`src/shared/ntc_pkg.sv`:
```
// package: offsets, defaults and timing of the thermistor monitor
package ntc_pkg;

	// ---------------------------------------------------------------
	// timing
	// ---------------------------------------------------------------
	localparam int CLK_HZ    = 50_000_000;
	localparam int BIAS_MS   = 25;
	localparam int PERIOD_MS = 225;
	localparam int SECOND_MS = 1000;
	localparam int INT_US    = 128;
	localparam int BIAS_CYC   = (CLK_HZ / 1000) * BIAS_MS;
	localparam int PERIOD_CYC = (CLK_HZ / 1000) * PERIOD_MS;
	localparam int SECOND_CYC = (CLK_HZ / 1000) * SECOND_MS;
	localparam int INT_CYC    = (CLK_HZ / 1_000_000) * INT_US;
	localparam int CNT_W      = 26;
	localparam int INT_W      = 13;

	// ---------------------------------------------------------------
	// serial target address
	// ---------------------------------------------------------------
	localparam logic [7:0] ADDR_WRITE_FORM = 8'hD6;
	localparam logic [6:0] DEV_ADDR        = ADDR_WRITE_FORM[7:1];

	// ---------------------------------------------------------------
	// register offsets
	// ---------------------------------------------------------------
	localparam logic [7:0] OFS_THR       = 8'h40;
	localparam logic [7:0] OFS_MODE      = 8'h4A;
	localparam logic [7:0] OFS_READ_CFG  = 8'h4B;
	localparam logic [7:0] OFS_FRAC      = 8'h4C;
	localparam logic [7:0] OFS_WARM_VBAT = 8'h4D;
	localparam logic [7:0] OFS_FAST_CHARGE_CURRENT      = 8'h4E;
	localparam logic [7:0] OFS_VBAT      = 8'h4F;
	localparam logic [7:0] OFS_FAULT     = 8'h50;
	localparam logic [7:0] OFS_STATUS    = 8'h51;
	localparam logic [7:0] OFS_SAMPLE_L  = 8'h52;
	localparam logic [7:0] OFS_SAMPLE_H  = 8'h53;
	localparam logic [7:0] OFS_TRIG      = 8'h58;

	// ---------------------------------------------------------------
	// field positions and codes
	// ---------------------------------------------------------------
	localparam int FB_COLD = 0;
	localparam int FB_COOL = 1;
	localparam int FB_WARM = 2;
	localparam int FB_HOT  = 3;
	localparam int FB_OPEN = 4;
	localparam int NUM_THR = 5;
	localparam int TRIG_BIT   = 2;
	localparam int AUTO_BIT   = 0;
	localparam int MANUAL_BIT = 1;
	localparam logic [1:0] MODE_FULL    = 2'h0;
	localparam logic [1:0] MODE_HOTCOLD = 2'h1;
	localparam logic [1:0] MODE_OFF     = 2'h2;

	// ---------------------------------------------------------------
	// values after reset (thresholds in millivolts)
	// ---------------------------------------------------------------
	localparam logic [9:0] RST_COLD = 10'h249;
	localparam logic [9:0] RST_COOL = 10'h202;
	localparam logic [9:0] RST_WARM = 10'h109;
	localparam logic [9:0] RST_HOT  = 10'h109;
	localparam logic [9:0] RST_OPEN = 10'h384;
	localparam logic [7:0] RST_FAST_CHARGE_CURRENT = 8'h0C;
	localparam logic [7:0] RST_VBAT = 8'h64;
	localparam logic [7:0] RST_WARM_VBAT = 8'h50;
	localparam logic [2:0] RST_FRAC = 3'h4;

endpackage

```
`src/design/ntc_monitor.sv`:
```
// thermistor monitor with two-wire serial register target

module ntc_monitor import ntc_pkg::*; #(
	parameter int BIAS_CYCLES   = BIAS_CYC,
	parameter int PERIOD_CYCLES = PERIOD_CYC,
	parameter int SECOND_CYCLES = SECOND_CYC,
	parameter int INT_CYCLES    = INT_CYC
) (
	// clock and reset
	input  wire logic       i_clock,
	input  wire logic       i_srst,
	// serial bus pins
	input  wire logic       i_scl,
	input  wire logic       i_sda,
	output logic            o_sda,
	output logic            o_sda_oe,
	// sensor and supply
	input  wire logic       i_input_supply,
	input  wire logic [9:0] i_ts_mv,
	output logic            o_ts_bias,
	// charger control
	output logic            o_charge_suspend,
	output logic            o_timer_halt,
	output logic [7:0]      o_charge_current,
	output logic [7:0]      o_vbat_reg,
	// interrupt, active low
	output logic            o_int_n
);

	// ---------------------------------------------------------------
	// synchronisers and bus edges
	// ---------------------------------------------------------------
	logic       scl_s, sda_s, supply_s;
	logic [9:0] ts_s;
	logic       scl_d_r, sda_d_r;
	logic       scl_rise, scl_fall, start, stop;

	sync2 #(.W(3)) u_sync_pins (
		.i_clock (i_clock),
		.i_srst  (i_srst),
		.i_d     ({i_scl, i_sda, i_input_supply}),
		.o_q     ({scl_s, sda_s, supply_s})
	);
	sync2 #(.W(10)) u_sync_ts (
		.i_clock (i_clock),
		.i_srst  (i_srst),
		.i_d     (i_ts_mv),
		.o_q     (ts_s)
	);

	always_ff @(posedge i_clock) begin
		if (i_srst) begin
			scl_d_r <= 1'b1;
			sda_d_r <= 1'b1;
		end else begin
			scl_d_r <= scl_s;
			sda_d_r <= sda_s;
		end
	end

	// clock from the controller, sampled: target only
	assign scl_rise = scl_s & ~scl_d_r;
	assign scl_fall = ~scl_s & scl_d_r;
	assign start    = scl_s & scl_d_r & sda_d_r & ~sda_s;
	assign stop     = scl_s & scl_d_r & ~sda_d_r & sda_s;

	// ---------------------------------------------------------------
	// serial target
	// ---------------------------------------------------------------
	typedef enum {I_IDLE, I_ADDR, I_AACK, I_WR, I_WACK, I_RD,
		I_RACK} i2c_st_t;
	i2c_st_t    ist_r, ist_nxt;
	logic [3:0] bit_r, bit_nxt;
	logic [7:0] sh_r, sh_nxt, ptr_r, ptr_nxt, rd_val;
	logic       rw_r, rw_nxt, ptrph_r, ptrph_nxt, oe_r, oe_nxt;
	logic       wr_en, rd_load, load_go, rd_hit, thr_hit, rd_clr;

	// bit engine: shift on rise, drive on fall
	always_comb begin
		ist_nxt = ist_r;
		bit_nxt = bit_r;
		sh_nxt = sh_r;
		rw_nxt = rw_r;
		ptr_nxt = ptr_r;
		ptrph_nxt = ptrph_r;
		oe_nxt = oe_r;
		wr_en = 1'b0;
		rd_load = 1'b0;
		load_go = 1'b0;
		if (stop) begin
			ist_nxt = I_IDLE;
			oe_nxt = 1'b0;
		end else if (start) begin
			ist_nxt = I_ADDR;
			bit_nxt = 4'h0;
			oe_nxt = 1'b0;
		end else begin
			case (ist_r)
				I_ADDR, I_WR: begin
					if (scl_rise && bit_r != 4'h8) begin
						sh_nxt = {sh_r[6:0], sda_s};
						bit_nxt = bit_r + 4'h1;
					end
					if (scl_fall && bit_r == 4'h8) begin
						bit_nxt = 4'h0;
						if (ist_r == I_ADDR) begin
							if (sh_r[7:1] == DEV_ADDR) begin
								rw_nxt = sh_r[0];
								ptrph_nxt = ~sh_r[0];
								oe_nxt = 1'b1;
								ist_nxt = I_AACK;
							end else begin
								ist_nxt = I_IDLE;
							end
						end else begin
							oe_nxt = 1'b1;
							ist_nxt = I_WACK;
							if (ptrph_r) begin
								ptr_nxt = sh_r;
								ptrph_nxt = 1'b0;
							end else begin
								wr_en = 1'b1;
								ptr_nxt = ptr_r + 8'h01;
							end
						end
					end
				end
				I_AACK, I_WACK: begin
					if (scl_fall && rw_r) begin
						load_go = 1'b1;
					end else if (scl_fall) begin
						oe_nxt = 1'b0;
						ist_nxt = I_WR;
					end
				end
				I_RD: begin
					if (scl_fall && bit_r == 4'h8) begin
						oe_nxt = 1'b0;
						ist_nxt = I_RACK;
					end else if (scl_fall) begin
						sh_nxt = {sh_r[6:0], 1'b0};
						oe_nxt = ~sh_r[6];
						bit_nxt = bit_r + 4'h1;
					end
				end
				I_RACK: begin
					// controller acknowledges reads
					if (scl_rise && sda_s) begin
						ist_nxt = I_IDLE;
					end else if (scl_fall) begin
						load_go = 1'b1;
					end
				end
				default: ;
			endcase
		end
		if (load_go) begin
			sh_nxt = rd_val;
			oe_nxt = ~rd_val[7];
			rd_load = 1'b1;
			ptr_nxt = ptr_r + 8'h01;
			bit_nxt = 4'h1;
			ist_nxt = I_RD;
		end
	end

	always_ff @(posedge i_clock) begin
		if (i_srst) begin
			ist_r <= I_IDLE;
			bit_r <= 4'h0;
			sh_r <= 8'h00;
			rw_r <= 1'b0;
			ptr_r <= 8'h00;
			ptrph_r <= 1'b0;
			oe_r <= 1'b0;
		end else begin
			ist_r <= ist_nxt;
			bit_r <= bit_nxt;
			sh_r <= sh_nxt;
			rw_r <= rw_nxt;
			ptr_r <= ptr_nxt;
			ptrph_r <= ptrph_nxt;
			oe_r <= oe_nxt;
		end
	end

	assign o_sda = 1'b0;
	assign o_sda_oe = oe_r;

	// ---------------------------------------------------------------
	// register file; fault flags clear on read, manual bit when a sample ends
	// ---------------------------------------------------------------
	logic [9:0] thr_r [NUM_THR];
	logic [9:0] thr_nxt [NUM_THR];
	logic [1:0] mode_r, mode_nxt;
	logic       auto_r, auto_nxt, manual_r, manual_nxt;
	logic       meas_en_r, meas_en_nxt;
	logic [2:0] frac_r, frac_nxt;
	logic [7:0] wvbat_r, wvbat_nxt, fast_charge_current_r, fast_charge_current_nxt, vbat_r, vbat_nxt;
	logic [4:0] fault_r, fault_nxt, zone_r, set_flags;
	logic [9:0] sample_r;
	logic       meas_done;

	// read mux, unmapped reads give all ones
	always_comb begin
		rd_val = 8'hFF;
		thr_hit = 1'b0;
		for (int i = 0; i < NUM_THR; i++) begin
			if (ptr_r == 8'(OFS_THR + 2 * i)) begin
				rd_val = thr_r[i][7:0];
				thr_hit = 1'b1;
			end
			if (ptr_r == 8'(OFS_THR + 2 * i + 1)) begin
				rd_val = {6'h00, thr_r[i][9:8]};
				thr_hit = 1'b1;
			end
		end
		rd_hit = 1'b1;
		case (ptr_r)
			OFS_MODE:      rd_val = {6'h00, mode_r};
			OFS_READ_CFG:  rd_val = {6'h00, manual_r, auto_r};
			OFS_FRAC:      rd_val = {5'h00, frac_r};
			OFS_WARM_VBAT: rd_val = wvbat_r;
			OFS_FAST_CHARGE_CURRENT:      rd_val = fast_charge_current_r;
			OFS_VBAT:      rd_val = vbat_r;
			OFS_FAULT:     rd_val = {3'h0, fault_r};
			OFS_STATUS:    rd_val = {3'h0, zone_r};
			OFS_SAMPLE_L:  rd_val = sample_r[7:0];
			OFS_SAMPLE_H:  rd_val = {6'h00, sample_r[9:8]};
			OFS_TRIG:      rd_val = {5'h00, meas_en_r, 2'h0};
			default:       rd_hit = thr_hit;
		endcase
	end

	assign rd_clr = rd_load && (ptr_r == OFS_FAULT);

	// host writes; hardware flag set beats read clear
	always_comb begin
		thr_nxt = thr_r;
		mode_nxt = mode_r;
		auto_nxt = auto_r;
		manual_nxt = meas_done ? 1'b0 : manual_r;
		meas_en_nxt = meas_en_r;
		frac_nxt = frac_r;
		wvbat_nxt = wvbat_r;
		fast_charge_current_nxt = fast_charge_current_r;
		vbat_nxt = vbat_r;
		fault_nxt = (rd_clr ? 5'h00 : fault_r) | set_flags;
		if (wr_en) begin
			for (int i = 0; i < NUM_THR; i++) begin
				if (ptr_r == 8'(OFS_THR + 2 * i)) begin
					thr_nxt[i][7:0] = sh_r;
				end
				if (ptr_r == 8'(OFS_THR + 2 * i + 1)) begin
					thr_nxt[i][9:8] = sh_r[1:0];
				end
			end
			case (ptr_r)
				OFS_MODE:      mode_nxt = sh_r[1:0];
				OFS_READ_CFG: begin
					auto_nxt = sh_r[AUTO_BIT];
					manual_nxt = manual_nxt | sh_r[MANUAL_BIT];
				end
				OFS_FRAC:      frac_nxt = sh_r[2:0];
				OFS_WARM_VBAT: wvbat_nxt = sh_r;
				OFS_FAST_CHARGE_CURRENT:      fast_charge_current_nxt = sh_r;
				OFS_VBAT:      vbat_nxt = sh_r;
				OFS_TRIG:      meas_en_nxt = sh_r[TRIG_BIT];
				default: ;
			endcase
		end
	end

	always_ff @(posedge i_clock) begin
		if (i_srst) begin
			thr_r[FB_COLD] <= RST_COLD;
			thr_r[FB_COOL] <= RST_COOL;
			thr_r[FB_WARM] <= RST_WARM;
			thr_r[FB_HOT]  <= RST_HOT;
			thr_r[FB_OPEN] <= RST_OPEN;
			mode_r <= MODE_FULL;
			auto_r <= 1'b0;
			manual_r <= 1'b0;
			meas_en_r <= 1'b0;
			frac_r <= RST_FRAC;
			wvbat_r <= RST_WARM_VBAT;
			fast_charge_current_r <= RST_FAST_CHARGE_CURRENT;
			vbat_r <= RST_VBAT;
			fault_r <= 5'h00;
		end else begin
			thr_r <= thr_nxt;
			mode_r <= mode_nxt;
			auto_r <= auto_nxt;
			manual_r <= manual_nxt;
			meas_en_r <= meas_en_nxt;
			frac_r <= frac_nxt;
			wvbat_r <= wvbat_nxt;
			fast_charge_current_r <= fast_charge_current_nxt;
			vbat_r <= vbat_nxt;
			fault_r <= fault_nxt;
		end
	end

	// ---------------------------------------------------------------
	// sampling, classification and charger control
	// ---------------------------------------------------------------
	typedef enum {S_IDLE, S_BIAS} samp_st_t;
	samp_st_t         sst_r, sst_nxt;
	logic [CNT_W-1:0] bcnt_r, bcnt_nxt, pcnt_r, pcnt_nxt, plim;
	logic [INT_W-1:0] icnt_r, icnt_nxt;
	logic [9:0]       sample_nxt;
	logic [4:0]       zone_nxt, newz;
	logic [11:0]      prod;
	logic             tick, trig_wr, samp_go;
	logic             susp_nxt, susp_r, halt_nxt, halt_r, int_act_r;
	logic [7:0]       cur_nxt, cur_r, vreg_nxt, vreg_r;

	assign trig_wr = wr_en && ptr_r == OFS_TRIG && sh_r[TRIG_BIT];

	always_comb begin
		plim = supply_s ? CNT_W'(PERIOD_CYCLES - 1)
			: CNT_W'(SECOND_CYCLES - 1);
		tick = pcnt_r >= plim;
		pcnt_nxt = tick ? '0 : pcnt_r + 1'b1;
		// periodic with supply; on battery by trigger, manual bit, or auto timer when enabled
		samp_go = supply_s ? tick
			: (trig_wr || manual_r || (meas_en_r && auto_r && tick));
		sst_nxt = sst_r;
		bcnt_nxt = bcnt_r;
		sample_nxt = sample_r;
		zone_nxt = zone_r;
		meas_done = 1'b0;
		// region from the latest reading
		newz = 5'h00;
		if (ts_s > thr_r[FB_OPEN]) newz[FB_OPEN] = 1'b1;
		else if (ts_s > thr_r[FB_COLD]) newz[FB_COLD] = 1'b1;
		else if (ts_s > thr_r[FB_COOL]) newz[FB_COOL] = 1'b1;
		else if (ts_s < thr_r[FB_HOT] || (thr_r[FB_HOT] >=
			thr_r[FB_WARM] && ts_s < thr_r[FB_WARM]))
			newz[FB_HOT] = 1'b1;
		else if (ts_s < thr_r[FB_WARM]) newz[FB_WARM] = 1'b1;
		case (sst_r)
			S_IDLE: begin
				if (samp_go) begin
					sst_nxt = S_BIAS;
					bcnt_nxt = '0;
				end
			end
			S_BIAS: begin
				bcnt_nxt = bcnt_r + 1'b1;
				if (bcnt_r == CNT_W'(BIAS_CYCLES - 1)) begin
					sst_nxt = S_IDLE;
					sample_nxt = ts_s;
					zone_nxt = newz;
					meas_done = 1'b1;
				end
			end
			default: sst_nxt = S_IDLE;
		endcase
		set_flags = meas_done ? (newz & ~zone_r) : 5'h00;
		// pulse on any crossing or fault
		if (meas_done && newz != zone_r) icnt_nxt = INT_W'(INT_CYCLES);
		else if (icnt_r != '0) icnt_nxt = icnt_r - 1'b1;
		else icnt_nxt = icnt_r;
		// cool current rounded down to whole steps
		prod = 12'(fast_charge_current_r) * 12'(4'h8 - {1'b0, frac_r});
		susp_nxt = 1'b0;
		halt_nxt = 1'b0;
		cur_nxt = fast_charge_current_r;
		vreg_nxt = vbat_r;
		if (zone_r[FB_OPEN]) begin
			susp_nxt = 1'b1;
			halt_nxt = 1'b1;
		end else if (mode_r == MODE_FULL || mode_r == MODE_HOTCOLD) begin
			if (zone_r[FB_HOT] || zone_r[FB_COLD]) begin
				susp_nxt = 1'b1;
				halt_nxt = 1'b1;
			end else if (mode_r == MODE_FULL && zone_r[FB_COOL]) begin
				cur_nxt = prod[10:3];
			end else if (mode_r == MODE_FULL && zone_r[FB_WARM]) begin
				vreg_nxt = wvbat_r;
			end
		end
	end

	always_ff @(posedge i_clock) begin
		if (i_srst) begin
			sst_r <= S_IDLE;
			bcnt_r <= '0;
			pcnt_r <= '0;
			sample_r <= 10'h000;
			zone_r <= 5'h00;
			icnt_r <= '0;
			int_act_r <= 1'b0;
			susp_r <= 1'b0;
			halt_r <= 1'b0;
			cur_r <= RST_FAST_CHARGE_CURRENT;
			vreg_r <= RST_VBAT;
		end else begin
			sst_r <= sst_nxt;
			bcnt_r <= bcnt_nxt;
			pcnt_r <= pcnt_nxt;
			sample_r <= sample_nxt;
			zone_r <= zone_nxt;
			icnt_r <= icnt_nxt;
			int_act_r <= icnt_nxt != '0;
			susp_r <= susp_nxt;
			halt_r <= halt_nxt;
			cur_r <= cur_nxt;
			vreg_r <= vreg_nxt;
		end
	end

	assign o_ts_bias = (sst_r == S_BIAS);
	assign o_int_n = ~int_act_r;
	assign o_charge_suspend = susp_r;
	assign o_timer_halt = halt_r;
	assign o_charge_current = cur_r;
	assign o_vbat_reg = vreg_r;
endmodule

```
`src/design/sync2.sv`:
```
// two-flop synchroniser for signals from outside the clock domain
module sync2 #(
	parameter int W = 1
) (
	// clock and reset
	input  wire logic         i_clock,
	input  wire logic         i_srst,
	// asynchronous in, synchronised out
	input  wire logic [W-1:0] i_d,
	output logic      [W-1:0] o_q
);

	logic [W-1:0] meta_r;
	logic [W-1:0] meta_nxt;
	logic [W-1:0] q_nxt;

	// first stage read only by the second
	always_comb begin
		meta_nxt = i_d;
		q_nxt    = meta_r;
	end

	always_ff @(posedge i_clock) begin
		if (i_srst) begin
			meta_r <= '1;
			o_q    <= '1;
		end else begin
			meta_r <= meta_nxt;
			o_q    <= q_nxt;
		end
	end

endmodule

```
`config.mk`:
```
export PLATFORM = sky130hd
export DESIGN_NAME = ntc_monitor
export DESIGN_NICKNAME = d
export VERILOG_FILES = /design/src/shared/ntc_pkg.sv /design/src/design/ntc_monitor.sv /design/src/design/sync2.sv
export SDC_FILE = /design/constraint.sdc
export NUM_CORES = 1
export LEC_CHECK = 0
export BUFFER_PORTS_ARGS = -buffer_cell sky130_fd_sc_hd__clkbuf_2
export CORE_MARGIN = 1.5
export CORE_UTILIZATION = 55
export DETAILED_ROUTE_END_ITERATION = 8
export MAX_ROUTING_LAYER = met4
export PLACE_DENSITY = 0.77
export SKIP_LAST_GASP = 1
export SYNTH_ARGS = -nofsm -noshare
export SYNTH_HDL_FRONTEND = slang
export SYNTH_SLANG_ARGS = --single-unit
```
`constraint.sdc`:
```
create_clock -name i_clock -period 12.07 [get_ports i_clock]
set_clock_uncertainty 0.2 [all_clocks]
set_input_delay 0 -clock i_clock [delete_from_list [all_inputs] [get_ports i_clock]]
set_output_delay 0 -clock i_clock [all_outputs]
set_load 0.05 [all_outputs]
```
==> results.md <==
* Yosys cell types at 90
* Die height at 162 um
* Vias in the first global route at 11,900
* Antenna Diode Count at 0
* Share of the yosys chip area belonging to registers at 0.346
* CTS tree: built
* Power Dens Cells at 130 nW/um^2
* Simple-gate share of the synthesized area at 0.225
* F_max at 221 MHz
* Final Max Tran Viols at 0
* Setup tns final at 0 ns
* Clock Tree Root: clkbuf_16
* Post-Synth Adder-Cell Area at 0.109
* Routed Antenna Nets at 0
* Main synth FF type: dfxtp_1
* Final setup viols at 0
* IO Pins at 37
* DRT Pass-1 Iters at 9
* CP max stage cell: fa_1
* Most common cell in the netlist: dfxtp_1
* Hold Path Sink: u_sync_ts.o_q[0]
* Dominant cells by area after synthesis: dfxtp_1, ha_1, nor2_1, mux2i_1, nand2_1
* Yosys reg bits at 240
* Final Hold Vio Count at 0
* Nets at 1,813
* Std cell rows at 57
* Fin crit share at 0.375
* Share of the synthesized area in the top cell type at 0.346
* Final instance area at 15,500 um^2
* Worst path max stage delay at 0.55 ns
* YS warnings at 0
* FF-to-FF End: o_charge_current[7]
* HPWL Detailed at 24,800 um
* Final WL at 37,100 um
* Largest family of logic cells by synthesized area: simple AND/OR/NAND/NOR gates
* Run status: completed
* Setup crit start kind: flip-flop
* Post-CTS resize count at 0
* Fin util at 0.631
* GPL Wtd Cong at 0.998
* Die W at 162 um
* Grt ovf at 0
* Share of cells above drive strength 1 at 0.0857
* Antenna violations before repair at 0
* GRT Resource Usage Total at 0.294
* Largest net degree at the start of global routing at 114
* Worst slew pin tran at 1.19 ns
* CP arrival at 4.69 ns
* CP Data Required Time at 12.24 ns
* Fill count at 2,072
* First-pass GRT wire length at 60,900 um
* R2R Setup Slk at 7.55 ns
* CTS sink count at 240
* Area after DPL at 14,200 um^2
* DR iter-0 viols at 1,222
* Synth Area in Compound Gates at 0.187
* EDFF count, synth at 0
* Yosys top cell by area: dfxtp_1
* Max FFs per register at 50
* Hold Buf Count CTS at 34
* Critical path class: reg2reg
* Hold Path Depth at 1
* Inserted Clock Buffers at 26
* Worst path cell trace: inv_1 -> ha_1 -> xnor2_1 -> and2_1 -> ha_1 -> inv_1 -> fa_1 -> fa_1 -> inv_1 -> ha_1 -> a21o_1 -> a22oi_1 -> a21oi_1 -> xnor2_1 -> nor2b_1 -> o21ai_0 -> a21oi_1
* Htree depth at 1
* Initial cell density of the core at 0.566
* Clk_lat worst skew at 0.54 ns
* Core box area at 24,500 um^2
* Syn Inst Count at 1,672
* DR DRC count at 0
* Synth Cell Area at 13,900 um^2
* Syn-to-layout area delta at 11.4%
* Reg2reg path depth at 17
* Avg Cell Area, Syn at 8.31 um^2
* Synth top cells by count: dfxtp_1, nor2_1, nand2_1
* Biggest register: thr_r
* Largest regs: thr_r x50, bcnt_r x26, pcnt_r x26
* Max Cap Viol at 0
* Vias per cell at 6.19
* Proportion of synthesized area in mux cells at 0.0457
* Worst hold path class: reg2reg
* Syn Nets at 1,801
* Share of async-settable or async-resettable flops after synthesis at 0
* Die ar. at 26,200 um^2
* Port bufs at 35
* Worst r2r src: frac_r[0]
* Routed via count at 12,500
* Slew HR at 0.203
* Worst-path fanout max at 10
* CP endpoint kind: flip-flop
* RSZ-0062 raised after global routing: false
* VDD IR max at 0.145 mV
* Fin crit period at 4.52 ns
* Reg clk slew, reported paths at 0.06 ns
* P_leak at 0.00578 uW
* Clk buf depth at 3
* Worst Hold Launch: u_sync_ts.meta_r[0]
* Postcts setup bufs at 0
* Post-synthesis xor/xnor area fraction at 0.0309
* WL/cell at 18.3 um
-- critical path, delay by kind of cell (launching register included) --
family	cells	cell delay, ns
fa+ha+maj	5	1.76
compound gates	5	0.81
flops	1	0.48
simple gates	2	0.26
buf+inv	3	0.24
xor+xnor	2	0.62
-- power breakdown --
group | leakage, uW | internal [uW] | switching, uW
registers | 0.00194 | 821 | 43.6
clock network | 0.000480 | 575 | 333
logic | 0.00335 | 109 | 134
total | 0.00578 | 1500 | 511
-- layer usage --
| layer | wire [um] | share of wire | global-route usage | vias up |
|---|---|---|---|---|
| li1 | - | - | - | 5968 |
| met1 | 15500 | 0.42 | 0.370 | 5889 |
| met2 | 17000 | 0.46 | 0.472 | 548 |
| met3 | 3160 | 0.085 | 0.0483 | 136 |
| met4 | 1480 | 0.040 | 0.116 | 0 |
| met5 | 0 | 0 | - | - |
-- how the worst max path moves through the flow --
stage | from | to | slack, ns
finish | frac_r[0] | o_charge_current[7] | 7.55
global route | frac_r[0] | o_charge_current[7] | 7.21
CTS | frac_r[0] | o_charge_current[7] | 7.53
detailed placement | frac_r[0] | o_charge_current[7] | 7.55
global placement | frac_r[0] | o_charge_current[7] | 7.70
floorplan | frac_r[0] | o_charge_current[6] | 7.91
-- kinds of logic (layout without fill, tap and decap cells) --
kind of cell / Yosys count / after routing
xor+xnor: 49 / 49
fa+ha+maj: 114 / 114
mux: 63 / 63
flops: 240 / 240
compound gates: 386 / 386
simple gates: 617 / 617
other cells: 1 / 1
buf+inv: 202 / 233
-- per-stage QoR --
stage	setup WS (ns)	hold slack, ns	power [uW]	instances
floorplan	7.91	-0.0962	1060	1672
global placement	7.70	-0.0137	1110	1946
detailed placement	7.55	-0.0132	1110	1946
CTS	7.53	0.209	2020	2027
global route	7.21	0.222	2090	2027
finish	7.55	0.206	2020	2027
-- cell usage in the layout (no fill, tap or decap), types with 8 or more instances in the layout --
cell           synthesis  final
xor2_1                21     21
or3_1                  9      9
o211ai_1              16     16
or2_2                 30     30
a21oi_1               94     94
a21o_1                 9      9
dlygate4sd3_1          0     34
clkbuf_16              0     26
nor2b_1               26     26
nor4_1                22     21
nor2_1               181    181
nand2b_1              18     18
and3_1                11     11
fa_1                  11     11
nand2_1              148    148
clkbuf_2               0     34
o21a_1                 8      8
o21ai_0               83     83
and2_1                27     27
a211o_1               18     18
a31oi_1               23     23
ha_1                 103    103
a221oi_1              10     10
mux2i_1               59     59
a311oi_1               8      8
xnor2_1               28     28
nor3_1                41     40
a211oi_1              14     14
a22oi_1               13     13
inv_1                112    112
dfxtp_1              240    240
nand4_1               22     22
nand3_1               38     38
a22o_1                 8      8
o22ai_1                9      9
-- final cells by class --
| cell class | instances | area (um^2) | share of cell area |
|---|---|---|---|
| clock buffers | 33 | 727 | 0.0469 |
| clock inverters | 14 | 262 | 0.0169 |
| inverters | 113 | 424 | 0.0274 |
| multi-input cells | 1230 | 8310 | 0.537 |
| flip-flops and latches | 240 | 4800 | 0.310 |
| well taps | 324 | 405 | 0.0262 |
| repair buffers | 73 | 552 | 0.0356 |
(Power assumes the default switching activity.)
